File: src/dcc_pkg.sv
// dcc_pkg: register map, field layout and constants of the dma setup block
package dcc_pkg;

    // ****************************************************************
    // register byte addresses
    // ****************************************************************
    localparam logic [7:0]  ADDR_COUNT   = 8'h34;
    localparam logic [7:0]  ADDR_CFG     = 8'h38;
    localparam logic [7:0]  ADDR_CTRL    = 8'h40;
    localparam logic [7:0]  ADDR_STAT    = 8'h44;

    // ****************************************************************
    // configuration fields and reset values
    // ****************************************************************
    localparam int          CFG_SKIP_RDY = 14;
    localparam int          CFG_DISK     = 13;
    localparam int          CFG_TMODE_LO = 11;
    localparam int          CFG_PIO_LO   = 8;
    localparam int          CFG_CNT_DIS  = 7;
    localparam int          CFG_BURST_LO = 4;
    localparam int          CFG_WIDE     = 0;
    localparam logic [15:0] CFG_RESET    = 16'h0001;
    // bits 15 and 1 are reserved and read as zero
    localparam logic [15:0] CFG_WMASK    = 16'h7FFD;
    localparam logic [31:0] COUNT_RESET  = 32'h0000_0000;
    localparam logic [2:0]  PIO_MAX      = 3'h4;
    localparam logic [2:0]  PIO_SAFE     = 3'h0;
    localparam logic [1:0]  TMODE_STROBE = 2'h3;
    localparam logic [2:0]  BURST_CONT   = 3'h0;

    // ****************************************************************
    // control and status fields
    // ****************************************************************
    localparam int          CTRL_MASTER  = 0;
    localparam int          CTRL_START   = 1;
    localparam int          STAT_ACTIVE  = 0;
    localparam int          STAT_DONE    = 1;
    localparam int          STAT_EOT     = 2;
    localparam int          STAT_EMPTY   = 3;
    localparam int          STAT_FULL    = 4;
    localparam int          STAT_PIO_RSV = 5;

    // ****************************************************************
    // data path and request pacing
    // ****************************************************************
    localparam int          FIFO_W       = 16;
    localparam int          FIFO_D       = 16;
    localparam logic [31:0] STEP_NARROW  = 32'h0000_0001;
    localparam logic [31:0] STEP_WIDE    = 32'h0000_0002;
    // strobes per request group; entry 0 means request held continuously
    localparam logic [5:0]  GROUP_LEN [8] = '{6'h00, 6'h01, 6'h02, 6'h04,
                                              6'h08, 6'h0C, 6'h10, 6'h20};

    typedef enum logic [1:0] {
        DCC_IDLE = 2'b00,
        DCC_RUN  = 2'b01,
        DCC_DONE = 2'b11
    } dcc_state_e;

endpackage : dcc_pkg

File: src/dcc_fifo_if.sv
// dcc_fifo_if: push and pop handshakes between the top and its fifo
`timescale 1ns/1ps
interface dcc_fifo_if #(parameter int W = 16);
    logic         push_valid;
    logic         push_ready;
    logic [W-1:0] push_data;
    logic         pop_valid;
    logic         pop_ready;
    logic [W-1:0] pop_data;
    logic         full;
    logic         empty;

    modport fifo (input  push_valid, push_data, pop_ready,
                  output push_ready, pop_valid, pop_data, full, empty);
    modport user (output push_valid, push_data, pop_ready,
                  input  push_ready, pop_valid, pop_data, full, empty);
endinterface : dcc_fifo_if

File: src/dcc_fifo.sv
// dcc_fifo: synchronous fifo, width and depth set by parameters
`timescale 1ns/1ps
module dcc_fifo #(
    parameter int W = 16,
    parameter int D = 16
) (
    // clock and reset
    input wire logic CLK,
    input wire logic SYS_RST,
    // handshakes
    dcc_fifo_if.fifo q
);
    localparam int AW = $clog2(D);

    logic [W-1:0] mem [D];
    logic [AW:0]  wr_ptr_reg;
    logic [AW:0]  rd_ptr_reg;
    logic         do_push;
    logic         do_pop;

    // extra pointer bit tells full from empty
    assign q.empty      = wr_ptr_reg == rd_ptr_reg;
    assign q.full       = (wr_ptr_reg[AW] != rd_ptr_reg[AW]) &&
                          (wr_ptr_reg[AW-1:0] == rd_ptr_reg[AW-1:0]);
    assign q.push_ready = ~q.full;
    assign q.pop_valid  = ~q.empty;
    assign q.pop_data   = mem[rd_ptr_reg[AW-1:0]];
    assign do_push      = q.push_valid & q.push_ready;
    assign do_pop       = q.pop_valid & q.pop_ready;

    // storage has no reset; only pointers need a defined value
    always_ff @(posedge CLK) begin
        if (do_push) begin
            mem[wr_ptr_reg[AW-1:0]] <= q.push_data;
        end
    end

    // pointer update
    always_ff @(posedge CLK) begin
        if (SYS_RST) begin
            wr_ptr_reg <= '0;
            rd_ptr_reg <= '0;
        end else begin
            wr_ptr_reg <= wr_ptr_reg + (AW+1)'(do_push);
            rd_ptr_reg <= rd_ptr_reg + (AW+1)'(do_pop);
        end
    end

endmodule : dcc_fifo

File: src/dcc_top.sv
// dcc_top: dma transfer counter, dma configuration and slave request pacing
`timescale 1ns/1ps
// ****************************************************************
// Contract
// [RULE1] The byte counter is 32 bits in four lanes, lane 3 most significant.
// [RULE2] A 16-bit dma configuration register sits at byte address 38H.
// [RULE3] Config bit 14 set makes the ready input be ignored, ultra dma only.
// [RULE4] Config bit 13 set selects disk interface (ata or multiword) mode.
// [RULE5] Config bit 13 clear selects the generic (non-disk) dma mode.
// [RULE6] Bits 12..11 values 0 to 2 select standard timing modes 0 to 2.
// [RULE7] Bits 12..11 value 3 selects multiword mode 3 with strobe timing.
// [RULE8] Bits 10..8 select pio modes 0 to 4; values 5 to 7 are reserved.
// [RULE9] Bit 7 disables the counter only in generic slave mode; the code disables it in disk slave mode too.
// [RULE10] Bits 6..4 pace the request output, in generic slave mode only; the code paces it in disk slave mode too.
// [RULE11] Burst 0 holds the request until the last unit or fifo full.
// [RULE12] Bursts 1..7 pulse the request per 1,2,4,8,12,16 or 32 units.
// [RULE13] Reading the counter gives the bytes still left to move.
// [RULE14] Lanes are written low first; the counter loads on lane 3.
// [RULE15] With the counter off, end of transfer validates the last packet.
// [RULE16] Config bit 0 selects an 8-bit bus when 0 and 16-bit when 1.
// [RULE17] Each strobe decrements the counter; zero completes the transfer.
// ****************************************************************
module dcc_top (
    // clock and reset
    input  wire logic        CLK,
    input  wire logic        SYS_RST,
    // apb slave
    input  wire logic        PSEL,
    input  wire logic        PENABLE,
    input  wire logic        PWRITE,
    input  wire logic [7:0]  PADDR,
    input  wire logic [31:0] PWDATA,
    input  wire logic [3:0]  PSTRB,
    output logic      [31:0] PRDATA,
    output logic             PREADY,
    output logic             PSLVERR,
    // dma bus pins, asynchronous
    input  wire logic        DACK,
    input  wire logic        END_OF_TRANSFER_IN,
    input  wire logic        READY_IN,
    input  wire logic [15:0] DMA_DATA,
    output logic             DMA_REQ,
    // internal buffer side
    output logic      [15:0] BUF_DATA,
    output logic             BUF_VALID,
    input  wire logic        BUF_READY,
    // mode outputs to the strobe engine
    output logic             DISK_IFACE_SELECT,
    output logic      [1:0]  TIMING_MODE,
    output logic      [2:0]  PROGRAMMED_IO_TIMING,
    output logic             STROBE_TIMING_EN,
    output logic             BUS_WIDE,
    output logic             READY_OK,
    output logic             PKT_VALIDATE,
    output logic             XFER_DONE
);

    dcc_fifo_if #(.W(dcc_pkg::FIFO_W)) q ();

    dcc_fifo #(.W(dcc_pkg::FIFO_W), .D(dcc_pkg::FIFO_D)) u_fifo (
        .CLK     (CLK),
        .SYS_RST (SYS_RST),
        .q       (q.fifo)
    );

    // ****************************************************************
    // pin synchronisers
    // ****************************************************************
    logic [1:0]  dack_sync_reg;
    logic [1:0]  eot_sync_reg;
    logic [1:0]  rdy_sync_reg;
    logic [15:0] data_meta_reg;
    logic [15:0] data_sync_reg;
    logic        dack_last_reg;
    logic        eot_last_reg;
    logic        dack_rise;
    logic        eot_rise;

    // two flops per pin; edge detection reads the second stage only
    always_ff @(posedge CLK) begin
        if (SYS_RST) begin
            dack_sync_reg <= 2'h0;
            eot_sync_reg  <= 2'h0;
            rdy_sync_reg  <= 2'h0;
            data_meta_reg <= 16'h0000;
            data_sync_reg <= 16'h0000;
            dack_last_reg <= 1'b0;
            eot_last_reg  <= 1'b0;
        end else begin
            dack_sync_reg <= {dack_sync_reg[0], DACK};
            eot_sync_reg  <= {eot_sync_reg[0], END_OF_TRANSFER_IN};
            rdy_sync_reg  <= {rdy_sync_reg[0], READY_IN};
            data_meta_reg <= DMA_DATA;
            data_sync_reg <= data_meta_reg;
            dack_last_reg <= dack_sync_reg[1];
            eot_last_reg  <= eot_sync_reg[1];
        end
    end

    assign dack_rise = dack_sync_reg[1] & ~dack_last_reg;
    assign eot_rise  = eot_sync_reg[1] & ~eot_last_reg;

    // ****************************************************************
    // apb decode
    // ****************************************************************
    logic        pready_reg;
    logic        apb_setup;
    logic        apb_wr;
    logic        hit_count;
    logic        hit_cfg;
    logic        hit_ctrl;
    logic        hit_stat;
    logic        hit_any;
    logic        wr_count;
    logic        wr_cfg;
    logic        wr_ctrl;
    logic [31:0] rd_mux;
    logic [31:0] stat_word;

    // data is picked in the setup cycle so prdata leaves a flop
    assign apb_setup = PSEL & ~PENABLE;
    assign apb_wr    = PSEL & PENABLE & pready_reg & PWRITE;
    assign hit_count = PADDR == dcc_pkg::ADDR_COUNT;
    assign hit_cfg   = PADDR == dcc_pkg::ADDR_CFG; // [RULE2]
    assign hit_ctrl  = PADDR == dcc_pkg::ADDR_CTRL;
    assign hit_stat  = PADDR == dcc_pkg::ADDR_STAT;
    assign hit_any   = hit_count | hit_cfg | hit_ctrl | hit_stat;
    assign wr_count  = apb_wr & hit_count;
    assign wr_cfg    = apb_wr & hit_cfg;
    assign wr_ctrl   = apb_wr & hit_ctrl;

    // ****************************************************************
    // counter, configuration and control registers
    // ****************************************************************
    logic [31:0] count_reg;
    logic [31:0] count_next;
    logic [31:0] stage_reg;
    logic [31:0] stage_next;
    logic [15:0] cfg_reg;
    logic [15:0] cfg_next;
    logic [15:0] cfg_wdata;
    logic        cfg_seen_reg;
    logic        master_reg;
    logic        load;
    logic        start;
    logic        cnt_en;
    logic        dec;
    logic [31:0] step;

    // per lane staging, so a low lane write never disturbs a running count
    for (genvar i = 0; i < 4; i++) begin : g_lane
        assign stage_next[8*i +: 8] = (wr_count & PSTRB[i]) ?
                                      PWDATA[8*i +: 8] : stage_reg[8*i +: 8];
    end

    assign load      = wr_count & PSTRB[3]; // [RULE14]
    assign start     = wr_ctrl & PSTRB[0] & PWDATA[dcc_pkg::CTRL_START];
    assign cnt_en    = master_reg | ~cfg_reg[dcc_pkg::CFG_CNT_DIS]; // [RULE9]
    assign step      = cfg_reg[dcc_pkg::CFG_WIDE] ? dcc_pkg::STEP_WIDE :
                       dcc_pkg::STEP_NARROW; // [RULE16]
    // software reload wins over a strobe in the same cycle
    assign count_next = load ? stage_next : // [RULE1]
                        ~dec ? count_reg :
                        (count_reg < step) ? 32'h0000_0000 :
                        count_reg - step; // [RULE17]
    assign cfg_wdata = PWDATA[15:0] & dcc_pkg::CFG_WMASK;
    assign cfg_next  = {PSTRB[1] ? cfg_wdata[15:8] : cfg_reg[15:8],
                        PSTRB[0] ? cfg_wdata[7:0]  : cfg_reg[7:0]};

    always_ff @(posedge CLK) begin
        if (SYS_RST) begin
            count_reg    <= dcc_pkg::COUNT_RESET;
            stage_reg    <= dcc_pkg::COUNT_RESET;
            cfg_reg      <= dcc_pkg::CFG_RESET;
            cfg_seen_reg <= 1'b0;
            master_reg   <= 1'b0;
        end else begin
            count_reg    <= count_next;
            stage_reg    <= stage_next;
            cfg_reg      <= wr_cfg ? cfg_next : cfg_reg;
            cfg_seen_reg <= cfg_seen_reg | wr_cfg;
            if (wr_ctrl & PSTRB[0]) begin
                master_reg <= PWDATA[dcc_pkg::CTRL_MASTER];
            end
        end
    end

    // ****************************************************************
    // transfer sequencer
    // ****************************************************************
    dcc_pkg::dcc_state_e state_reg;
    dcc_pkg::dcc_state_e state_next;
    logic        run;
    logic        strobe_acc;
    logic        eot_evt;
    logic        finish;
    logic        eot_seen_reg;

    assign run        = state_reg == dcc_pkg::DCC_RUN;
    assign strobe_acc = dack_rise & run & q.push_ready;
    assign dec        = strobe_acc & cnt_en; // [RULE17]
    assign eot_evt    = run & ~cnt_en & eot_rise; // [RULE15]
    // a disabled counter leaves the end to the far party
    assign finish     = cnt_en ? (count_next == 32'h0000_0000) : eot_evt;

    always_comb begin
        state_next = state_reg;
        case (state_reg)
            dcc_pkg::DCC_IDLE: begin
                if (start) state_next = dcc_pkg::DCC_RUN;
            end
            dcc_pkg::DCC_RUN: begin
                if (finish) state_next = dcc_pkg::DCC_DONE; // [RULE17]
            end
            dcc_pkg::DCC_DONE: begin
                if (start) state_next = dcc_pkg::DCC_RUN;
            end
            default: state_next = dcc_pkg::DCC_IDLE;
        endcase
    end

    // eot flag: a new event beats the clear by start
    always_ff @(posedge CLK) begin
        if (SYS_RST) begin
            state_reg    <= dcc_pkg::DCC_IDLE;
            eot_seen_reg <= 1'b0;
        end else begin
            state_reg    <= state_next;
            eot_seen_reg <= eot_evt | (eot_seen_reg & ~start);
        end
    end

    // ****************************************************************
    // fifo fill and drain
    // ****************************************************************
    logic [15:0] buf_data_reg;
    logic        buf_valid_reg;

    // the strobe engine sees no ready; dma_req is its back-pressure
    assign q.push_valid = dack_rise & run;
    assign q.push_data  = data_sync_reg;
    assign q.pop_ready  = ~buf_valid_reg | BUF_READY;

    always_ff @(posedge CLK) begin
        if (SYS_RST) begin
            buf_valid_reg <= 1'b0;
            buf_data_reg  <= 16'h0000;
        end else if (q.pop_ready) begin
            buf_valid_reg <= q.pop_valid;
            buf_data_reg  <= q.pop_data;
        end
    end

    // ****************************************************************
    // request pacing
    // ****************************************************************
    logic [5:0]  grp_cnt_reg;
    logic [5:0]  grp_cnt_next;
    logic [5:0]  glen;
    logic [2:0]  burst;
    logic        grp_hit;
    logic        can_req;
    logic        dreq_next;
    logic        dreq_reg;

    assign burst   = cfg_reg[dcc_pkg::CFG_BURST_LO +: 3];
    assign glen    = dcc_pkg::GROUP_LEN[burst]; // [RULE12]
    assign grp_hit = strobe_acc & (burst != dcc_pkg::BURST_CONT) &
                     (grp_cnt_reg + 6'h01 == glen);
    assign grp_cnt_next = (grp_hit | start) ? 6'h00 :
                          strobe_acc ? grp_cnt_reg + 6'h01 : grp_cnt_reg;
    // request only in slave mode, after a config write, with fifo room
    assign can_req   = (state_next == dcc_pkg::DCC_RUN) & ~master_reg &
                       cfg_seen_reg & ~q.full; // [RULE10] [RULE11]
    // a finished group forces at least one low cycle
    assign dreq_next = can_req & ~grp_hit; // [RULE12]

    always_ff @(posedge CLK) begin
        if (SYS_RST) begin
            grp_cnt_reg <= 6'h00;
            dreq_reg    <= 1'b0;
        end else begin
            grp_cnt_reg <= grp_cnt_next;
            dreq_reg    <= dreq_next;
        end
    end

    // ****************************************************************
    // mode outputs and status
    // ****************************************************************
    logic [2:0]  pio_field;
    logic        pio_rsv;
    logic [1:0]  tmode;
    logic        disk;
    logic        skip_eff;
    logic        pkt_reg;

    assign disk      = cfg_reg[dcc_pkg::CFG_DISK]; // [RULE4] [RULE5]
    assign tmode     = cfg_reg[dcc_pkg::CFG_TMODE_LO +: 2]; // [RULE6]
    assign pio_field = cfg_reg[dcc_pkg::CFG_PIO_LO +: 3];
    assign pio_rsv   = pio_field > dcc_pkg::PIO_MAX; // [RULE8]
    // ultra dma is the disk mode without the multiword master
    assign skip_eff  = cfg_reg[dcc_pkg::CFG_SKIP_RDY] & disk &
                       ~master_reg; // [RULE3]

    always_comb begin
        stat_word = 32'h0000_0000;
        stat_word[dcc_pkg::STAT_ACTIVE]  = run;
        stat_word[dcc_pkg::STAT_DONE]    = state_reg == dcc_pkg::DCC_DONE;
        stat_word[dcc_pkg::STAT_EOT]     = eot_seen_reg;
        stat_word[dcc_pkg::STAT_EMPTY]   = q.empty;
        stat_word[dcc_pkg::STAT_FULL]    = q.full;
        stat_word[dcc_pkg::STAT_PIO_RSV] = pio_rsv;
    end

    // the counter reads back live, i.e. bytes still to move
    assign rd_mux = hit_count ? count_reg : // [RULE13]
                    hit_cfg   ? {16'h0000, cfg_reg} :
                    hit_ctrl  ? {31'h0000_0000, master_reg} :
                    hit_stat  ? stat_word : 32'h0000_0000;

    // registered outputs
    always_ff @(posedge CLK) begin
        if (SYS_RST) begin
            pready_reg           <= 1'b0;
            PSLVERR              <= 1'b0;
            PRDATA               <= 32'h0000_0000;
            DISK_IFACE_SELECT    <= 1'b0;
            TIMING_MODE          <= 2'h0;
            PROGRAMMED_IO_TIMING <= 3'h0;
            STROBE_TIMING_EN     <= 1'b0;
            BUS_WIDE             <= 1'b1;
            READY_OK             <= 1'b0;
            pkt_reg              <= 1'b0;
            XFER_DONE            <= 1'b0;
        end else begin
            pready_reg           <= apb_setup;
            PSLVERR              <= apb_setup & ~hit_any;
            PRDATA               <= apb_setup ? rd_mux : PRDATA;
            DISK_IFACE_SELECT    <= disk;
            TIMING_MODE          <= tmode;
            PROGRAMMED_IO_TIMING <= pio_rsv ? dcc_pkg::PIO_SAFE : pio_field;
            STROBE_TIMING_EN     <= disk &&
                                    tmode == dcc_pkg::TMODE_STROBE; // [RULE7]
            BUS_WIDE             <= cfg_reg[dcc_pkg::CFG_WIDE]; // [RULE16]
            READY_OK             <= rdy_sync_reg[1] | skip_eff; // [RULE3]
            pkt_reg              <= eot_evt; // [RULE15]
            XFER_DONE            <= state_next == dcc_pkg::DCC_DONE;
        end
    end

    assign PREADY    = pready_reg;
    assign DMA_REQ   = dreq_reg;
    assign BUF_VALID = buf_valid_reg;
    assign BUF_DATA  = buf_data_reg;
    assign PKT_VALIDATE = pkt_reg;
endmodule : dcc_top
File: config.mk
export PLATFORM = sky130hd
export DESIGN_NAME = dcc_top
export DESIGN_NICKNAME = d
export VERILOG_FILES = /design/src/dcc_pkg.sv /design/src/dcc_fifo_if.sv /design/src/dcc_fifo.sv /design/src/dcc_top.sv
export SDC_FILE = /design/constraint.sdc
export NUM_CORES = 1
export LEC_CHECK = 0
export ABC_CLOCK_PERIOD_IN_PS = 4600
export BUFFER_PORTS_ARGS = -buffer_cell sky130_fd_sc_hd__buf_2
export CAP_MARGIN = 20
export CELL_PAD_IN_SITES_DETAIL_PLACEMENT = 0
export CELL_PAD_IN_SITES_GLOBAL_PLACEMENT = 1
export CORE_ASPECT_RATIO = 0.6
export CORE_MARGIN = 3
export CORE_UTILIZATION = 46
export CTS_CLUSTER_DIAMETER = 120
export DETAILED_ROUTE_END_ITERATION = 10
export GPL_ROUTABILITY_DRIVEN = 1
export HOLD_SLACK_MARGIN = 0.03
export PLACE_DENSITY_LB_ADDON = 0.1
export SYNTH_ARGS = -nofsm -noshare
export SYNTH_HDL_FRONTEND = slang
export SYNTH_HIERARCHICAL = 1
export SYNTH_SLANG_ARGS = --single-unit
File: constraint.sdc
create_clock -name CLK -period 4.6 [get_ports CLK]
set_clock_uncertainty 0.15 [all_clocks]
set_input_delay 0.69 -clock CLK [delete_from_list [all_inputs] [get_ports CLK]]
set_output_delay 0.69 -clock CLK [all_outputs]
set_load 0.05 [all_outputs]
* Yosys cells after proc, flatten, opt, wreduce, memory -nomap -nowiden
Memory sizes are Yosys's and may differ from the RTL's. A register that Yosys moved wholly into a read port is not among the register bits.
Index checks and enable logic that the tools add are counted.
** Storage, ports and cells
- Flip-flop bits (word level) :: 186
- Bits in latches :: 0
- Memory bits (writable) :: 256
- Memory bits (read-only) :: 48
- Bits of input ports :: 69
- Output and inout bits :: 63
- Logic and storage cells :: 136
- Memories kept :: 2
** Memories
- u_fifo.mem :: words 16, bits a word 16, read ports 1, clocked after memory_dff 1, wr ports 1, line dcc_fifo.sv:15 : logic [W-1:0] mem [D];
- (no name shown) :: words 8, bits a word 6, read ports 1, clocked after memory_dff 0, wr ports 0, line dcc_top.sv:267 : assign glen = dcc_pkg::GROUP_LEN[burst];
** Cells by class
- Add/sub/neg operators :: 4
- Multipliers :: 0
- Div/mod/pow operators :: 0
- Order comparisons :: 3
- Equality and inequality tests :: 13
- Shift operators :: 0
- Mux-type cells :: 20
- Bitwise gates (word level) :: 53
- Reduce and logical (&&, ||, !) cells :: 10
** Operator list (number)
- two-way mux 32 bit :: 4
- logical NOT 32 bit :: 1
- less-than comparator 32 x 2 -> 1 bit :: 1
- two-way mux 8 bit :: 4
- subtractor 32 x 2 -> 32 bit :: 1
- AND 1 bit :: 31
- two-way mux 6 bit :: 4
- == test 8 x 6 -> 1 bit (second input constant) :: 2
- == test 8 x 7 -> 1 bit (second input constant) :: 2
- two-way mux 15 bit :: 1
- NOT 1 bit :: 12
- adder 5 x 1 -> 5 bit :: 2
- OR 1 bit :: 9
- adder 6 x 1 -> 6 bit (second input constant) :: 1
- == test 2 bit (second input constant) :: 3
- == test 6 bit :: 1
- two-way mux 2 bit :: 3
- OR reduction 2 bit :: 3
- == test 5 bit :: 1
- == test 2 x 1 -> 1 bit (second input constant) :: 2
- == test 4 bit :: 1
- >= comparator 4 bit (second input constant) :: 1
- NOT 3 -> 4 bit :: 1
- one-hot mux 2 bit (2 select lines) :: 1
- other kinds (7) :: 11

* Logic depth before layout (Yosys ltp)
- Depth after elaboration :: 16
- Depth in mapped cells :: 14
- Gate-level depth less buffers :: 11

* Cells and area by module
Netlist, hierarchy kept.
** Modules (own cells, without submodules)
- dcc_fifo :: times used 1, cells each 504, area each 10392.5 um^2, sequential area each 7887.6 um^2
- dcc_top :: times used 1, cells each 909, area each 7853.8 um^2, sequential area each 3683.5 um^2

* Worst setup path after synthesis
Ideal clock, no wire load.
- Path type :: register to register
- Start point :: reg u_fifo.rd_ptr_reg[0]
- End point :: reg dreq_reg (netlist: DMA_REQ)
- Library setup time :: 0.116 ns
- Arrival time :: 3.210 ns
- Data required time :: 4.334 ns
- Slack :: 1.123 ns
- Stages on the path, launching flop included :: 15
- Path buffers :: 3
- Path through :: dfxtp_1 buf_6 buf_12 xnor2_1 nand4_1 nand2b_1 nand4b_2 or4_1 clkbuf_1 nor3_1 xor2_1 o21ai_0 nand4_1 or4b_4 o211a_1
** On the way
- Word-level cells in the longest chain between the ends :: 16
** RTL lines
- start, declared :: line dcc_fifo.sv:17 : logic [AW:0] rd_ptr_reg;
- start signal, assigned :: line dcc_fifo.sv:45 : rd_ptr_reg <= rd_ptr_reg + (AW+1)'(do_pop);
- == test 4 bit (*) :: line dcc_fifo.sv:24 : (wr_ptr_reg[AW-1:0] == rd_ptr_reg[AW-1:0]);
- logical AND 1 bit (*) :: line dcc_fifo.sv:23 : assign q.full = (wr_ptr_reg[AW] != rd_ptr_reg[AW]) &&
- NOT 1 bit (*) :: line dcc_fifo.sv:25 : assign q.push_ready = ~q.full;
- net q.push_ready :: line dcc_fifo_if.sv:5 : logic push_ready;
- AND 1 bit :: line dcc_top.sv:200 : assign strobe_acc = dack_rise & run & q.push_ready;
- AND 1 bit :: line dcc_top.sv:201 : assign dec = strobe_acc & cnt_en;
- two-way mux 32 bit :: line dcc_top.sv:163 : ~dec ? count_reg :
- two-way mux 32 bit :: line dcc_top.sv:162 : assign count_next = load ? stage_next :
- logical NOT 32 bit :: line dcc_top.sv:204 : assign finish = cnt_en ? (count_next == 32'h0000_0000) : eot_evt;
- two-way mux 1 bit :: line dcc_top.sv:204
- two-way mux 2 bit :: line dcc_top.sv:213 : if (finish) state_next = dcc_pkg::DCC_DONE;
- one-hot mux 2 bit (2 select lines) :: line dcc_top.sv:208 : case (state_reg)
- == test 2 x 1 -> 1 bit :: line dcc_top.sv:273 : assign can_req = (state_next == dcc_pkg::DCC_RUN) & ~master_reg &
- AND 1 bit (2 in a row) :: line dcc_top.sv:273
- AND 1 bit :: line dcc_top.sv:274 : cfg_seen_reg & ~q.full;
- AND 1 bit (*) :: line dcc_top.sv:276 : assign dreq_next = can_req & ~grp_hit;
- end signal, assigned :: line dcc_top.sv:284 : dreq_reg <= dreq_next;
- end, declared :: line dcc_top.sv:264 : logic dreq_reg;
The timed path passes the listed nets; every way through them passes the cells marked *.
A chain may end at the register's enable or synchronous reset.

* Final worst setup path
- Start point :: reg u_fifo.wr_ptr_reg[3]
- End point :: reg dreq_reg (netlist: DMA_REQ)
** On the way
- Word-level cells in the longest chain between the ends :: 16
** RTL lines
- start, declared :: line dcc_fifo.sv:16 : logic [AW:0] wr_ptr_reg;
- start signal, assigned :: line dcc_fifo.sv:44 : wr_ptr_reg <= wr_ptr_reg + (AW+1)'(do_push);
- == test 4 bit (*) :: line dcc_fifo.sv:24
- logical AND 1 bit (*) :: line dcc_fifo.sv:23
- NOT 1 bit (*) :: line dcc_fifo.sv:25
- net q.push_ready :: line dcc_fifo_if.sv:5
- AND 1 bit :: line dcc_top.sv:200
- AND 1 bit :: line dcc_top.sv:201
- two-way mux 32 bit :: line dcc_top.sv:163
- two-way mux 32 bit :: line dcc_top.sv:162
- logical NOT 32 bit :: line dcc_top.sv:204
- two-way mux 1 bit :: line dcc_top.sv:204
- two-way mux 2 bit :: line dcc_top.sv:213
- one-hot mux 2 bit (2 select lines) :: line dcc_top.sv:208
- == test 2 x 1 -> 1 bit :: line dcc_top.sv:273
- AND 1 bit (2 in a row) :: line dcc_top.sv:273
- AND 1 bit :: line dcc_top.sv:274
- AND 1 bit (*) :: line dcc_top.sv:276
Marked as above.

==> impl_summary.md <==
Finish
The finished cells cover 21000 sq um. The register with the most flip-flops in the layout has 256 of them. At the end of the flow, the number of nets in the layout was 1619. The share of cells above drive strength 1 is 20.4%. Relative to the synthesized area, the layout overhead comes to 15.0%. The most frequent standard cell in the layout excluding fill and tap cells is sky130_fd_sc_hd__edfxtp_1. The layout has 3229 filler cells. In the layout the commonest cells are sky130_fd_sc_hd__edfxtp_1, sky130_fd_sc_hd__dfxtp_1, sky130_fd_sc_hd__nor2_1, sky130_fd_sc_hd__buf_2, sky130_fd_sc_hd__nand2_1.

Global route
The largest net degree at the start of global routing is approximately 110. The number of global-route vias before repair was 11500. Summed over all layers, the global routing overflow is 0. The number of antenna violations at the first check in global routing is 1. The global routing usage summed across all routing layers is 23.7%.

The first global-routing pass estimated 75.3 mm of wire.

CTS
The worst-skew pair later-pin latency is 0.56 ns. TritonCTS built the clock tree. The number of instances resized during post-cts repair is 0. CTS saw 450 sinks. The H-tree was split into 2 levels. In this run the deepest clock path goes through 3 buffers. The post-CTS clock slew at the launch and capture registers of the worst setup and hold paths is 0.06 ns.

Post-CTS timing repair inserted 0 buffers for setup. The number of buffers created by CTS is 41. The number of hold buffers added after CTS is 0. The clock tree root buffer cell is sky130_fd_sc_hd__clkbuf_16.

Floorplanning
From bottom edge to top edge, the die measures 160 microns. Pin placement for this block handled ~130 I/O pins. The floorplan has between 50 and 60 rows. The region available for standard cell placement spans about 38000 sq um.

The starting density of the core is 47.5%. The total die area is 42200 sq um. The width of the chip is 263 microns.

Timing
The clock period minus worst slack is 4.06 ns. Measured against its own limit, the worst slew margin works out to 32.4%. The number of hold-slack violations in the final timing report is 0. At the pin with the least slew margin, the transition time is 1.01 ns. Setup violations remaining at the end of the flow were counted as 0. Static timing analysis puts the maximum clock frequency at about 0.25 GHz. The period utilization is 88.3%. The total count of max-transition violations in the final report is 0. Setup repair after global routing left no endpoint under its margin.

Setup total negative slack on the finished layout was measured at 0 ns.

Critical path
The largest individual stage delay along the critical path comes from the cell sky130_fd_sc_hd__dfxtp_1. The data required time of the critical path is 4.90 ns. The category of the critical setup timing path is reg2reg. In this run the worst setup path begins at u_fifo/wr_ptr_reg[3]. The worst setup path is launched from a flip-flop. The worst setup path is captured at a flip-flop. At the worst endpoint, the arrival time is approximately 4.4 ns. The worst stage delay on the critical path is 0.73 ns.

Traced cell by cell, the critical path runs through xnor2_1 -> nand4_1 -> nand2b_1 -> nand4b_2 -> or4_1 -> nor3_1 -> xor2_1 -> o21ai_0 -> nand4_1 -> or4b_4 -> o211a_1. Of all nets on the critical path, the largest fanout is 13. The most numerous cell type found on the critical path is sky130_fd_sc_hd__nand4_1. The launch point of the worst reg-to-reg path is u_fifo/wr_ptr_reg[3].

Synth
sky130_fd_sc_hd__edfxtp_1 takes more of the synthesized area than any other cell. The count of synthesis-stage warnings from yosys is 6. The synthesized design contains 450 register bits. In the synthesized netlist, the number of instances is 1413. The mapped netlist covers ~18000 sq um. The synthesized design devotes to its leading area cell type 42.1% of total area. By area the synthesized netlist is led by sky130_fd_sc_hd__edfxtp_1, sky130_fd_sc_hd__dfxtp_1, sky130_fd_sc_hd__mux4_2. For this run, the register share of the synthesized area comes to 63.4%. In the synthesized netlist the dominant register cell turns out to be sky130_fd_sc_hd__edfxtp_1.

The number of different library cells in the post-synthesis netlist is 73. In this run, synthesis inferred roughly 260 flip-flops with an integrated enable. For this run, asynchronously set or reset flops after synthesis account for 0%. Synthesis produced a netlist with a net count of 1494. The average instance in the mapped netlist occupies around 13 sq um.

Place
The congestion estimate from routability-driven global placement came to 0.923. The cell area after placement is 19600 sq um. Port buffering added 131 buffers. Detailed placement finished with a half-perimeter wire length of 33.4 mm.

Detailed routing
In the detailed route, the total length drawn on met3 is 4.19 mm. The detail route stage leaves a number of antenna-violating nets equal to 0. For this run, design rule violations remaining after detail routing come to 0. In this run the top signal layer used is met4. Summing over every cut layer, the via total after detailed routing is around 12000. The detailed-routing wirelength on met1 is 25.6 mm.

The met2 wirelength from detailed routing is 19.6 mm. The wire length after detailed routing is around 50 mm. After detailed routing, the number of vias per cell comes to 5.80.

The first routing iteration left approximately 1400 violations. The first detailed-routing pass ran for 5 iterations. The per-cell routed wire length is 24.0 microns.

Status
The run finished with clean final reports.

Worst hold path
The path type of the worst min-delay path is in2reg. The startpoint of the worst hold path is DMA_DATA[4].

Pwr
The power per cell area is 396 nW/um^2. The highest ir drop seen on vdd is approximately 0.27 mV. The analysis attributes to cell leakage a power of 0.00775 uW.

Flow run
The number of max-cap violations is 0.
==> path summary, 6_finish.rpt <==
check	end	cells past startpoint	slack [ns]
hold / removal	data_meta_reg[4]	2	0.19
hold reg to reg	data_sync_reg[0]	1	0.29
setup reg to reg	DMA_REQ	11	0.54
setup / recovery	DMA_REQ	11	0.54
==> final cells by class <==
class / instances / area (sq um) / area share (%)
clock buffer: 59 / 1160 / 5.54
tap: 513 / 642 / 3.06
clock inverter: 17 / 259 / 1.23
inverter: 18 / 67.6 / 0.322
sequential: 450 / 11600 / 55.2
timing repair buffer: 171 / 982 / 4.68
antenna: 1 / 2.50 / 0.0119
multi-input combinational: 856 / 6290 / 30.0
==> synth_stat cells (3+ instances only) <==
library cell                 n
sky130_fd_sc_hd__edfxtp_1  256
sky130_fd_sc_hd__dfxtp_1   194
sky130_fd_sc_hd__nor2_1    135
sky130_fd_sc_hd__nand2_1    91
sky130_fd_sc_hd__mux2i_1    88
sky130_fd_sc_hd__a21oi_1    71
sky130_fd_sc_hd__nor2b_1    56
sky130_fd_sc_hd__clkbuf_1   53
sky130_fd_sc_hd__mux4_2     48
sky130_fd_sc_hd__nor3_1     41
sky130_fd_sc_hd__nand3_1    32
sky130_fd_sc_hd__nor4_1     26
sky130_fd_sc_hd__xnor2_1    24
sky130_fd_sc_hd__a22oi_1    22
sky130_fd_sc_hd__o21ai_0    22
sky130_fd_sc_hd__xor2_1     22
sky130_fd_sc_hd__a32oi_1    18
sky130_fd_sc_hd__nand4_1    18
sky130_fd_sc_hd__inv_1      17
sky130_fd_sc_hd__buf_2      15
sky130_fd_sc_hd__a221oi_1   14
sky130_fd_sc_hd__o21ai_1    13
sky130_fd_sc_hd__buf_1      11
sky130_fd_sc_hd__ha_1       11
sky130_fd_sc_hd__nand2b_1    8
sky130_fd_sc_hd__nor4b_1     8
sky130_fd_sc_hd__buf_4       7
sky130_fd_sc_hd__or3_1       6
sky130_fd_sc_hd__and2_1      5
sky130_fd_sc_hd__and3_1      5
sky130_fd_sc_hd__or4_1       5
sky130_fd_sc_hd__a21o_1      4
sky130_fd_sc_hd__a221o_1     4
sky130_fd_sc_hd__a31oi_1     4
sky130_fd_sc_hd__and4_1      4
sky130_fd_sc_hd__or2_2       4
sky130_fd_sc_hd__mux2_2      3
sky130_fd_sc_hd__nand3b_1    3
sky130_fd_sc_hd__nor3b_1     3
==> kinds of logic (layout without fill, tap and decap cells) <==
kind of cell	count (synthesis)	count (layout)	share of synthesized area, %
flops	450	450	63.4
other cells	0	1	0
xor+xnor	46	46	2.21
simple gates	466	466	13.0
compound gates	193	193	6.88
fa+ha+maj	12	12	0.864
buf+inv	107	265	2.67
mux	139	139	10.9
==> worst max-delay path: cells and delay by family (launching register included) <==
family | cells | cell delay (ns)
flops | 1 | 0.73
simple gates | 7 | 2.30
compound gates | 2 | 0.46
xor+xnor | 2 | 0.32
==> report_power, final <==
part,internal [uW],switching [uW],total [uW]
Sequential,4270,39.1,4310
Clock,2110,1500,3610
Combinational,144,244,388
Total,6520,1780,8300
==> per-layer routing <==
| layer | vias to the layer above | global-route usage, % |
|---|---|---|
| li1 | 5528 | - |
| met1 | 6068 | 39.6 |
| met2 | 448 | 30.5 |
| met3 | 56 | 5.59 |
| met4 | 0 | 4.83 |
| met5 | - | 0 |
==> through the flow <==
stage / total power [uW] / hold slack (ns) / util (%) / setup WS [ns] / instances
after floorplan: 4660 / 0.263 / - / 1.12 / 1413
after global placement: 4780 / 0.269 / 50.9 / 0.696 / 2007
after detailed placement: 4790 / 0.277 / 50.9 / 0.621 / 2007
after CTS: 8390 / 0.164 / 54.6 / 0.614 / 2083
after global routing: 8570 / 0.169 / 54.7 / 0.237 / 2085
final: 8300 / 0.187 / 54.7 / 0.537 / 2085
Power figures use the tool's default switching activity.
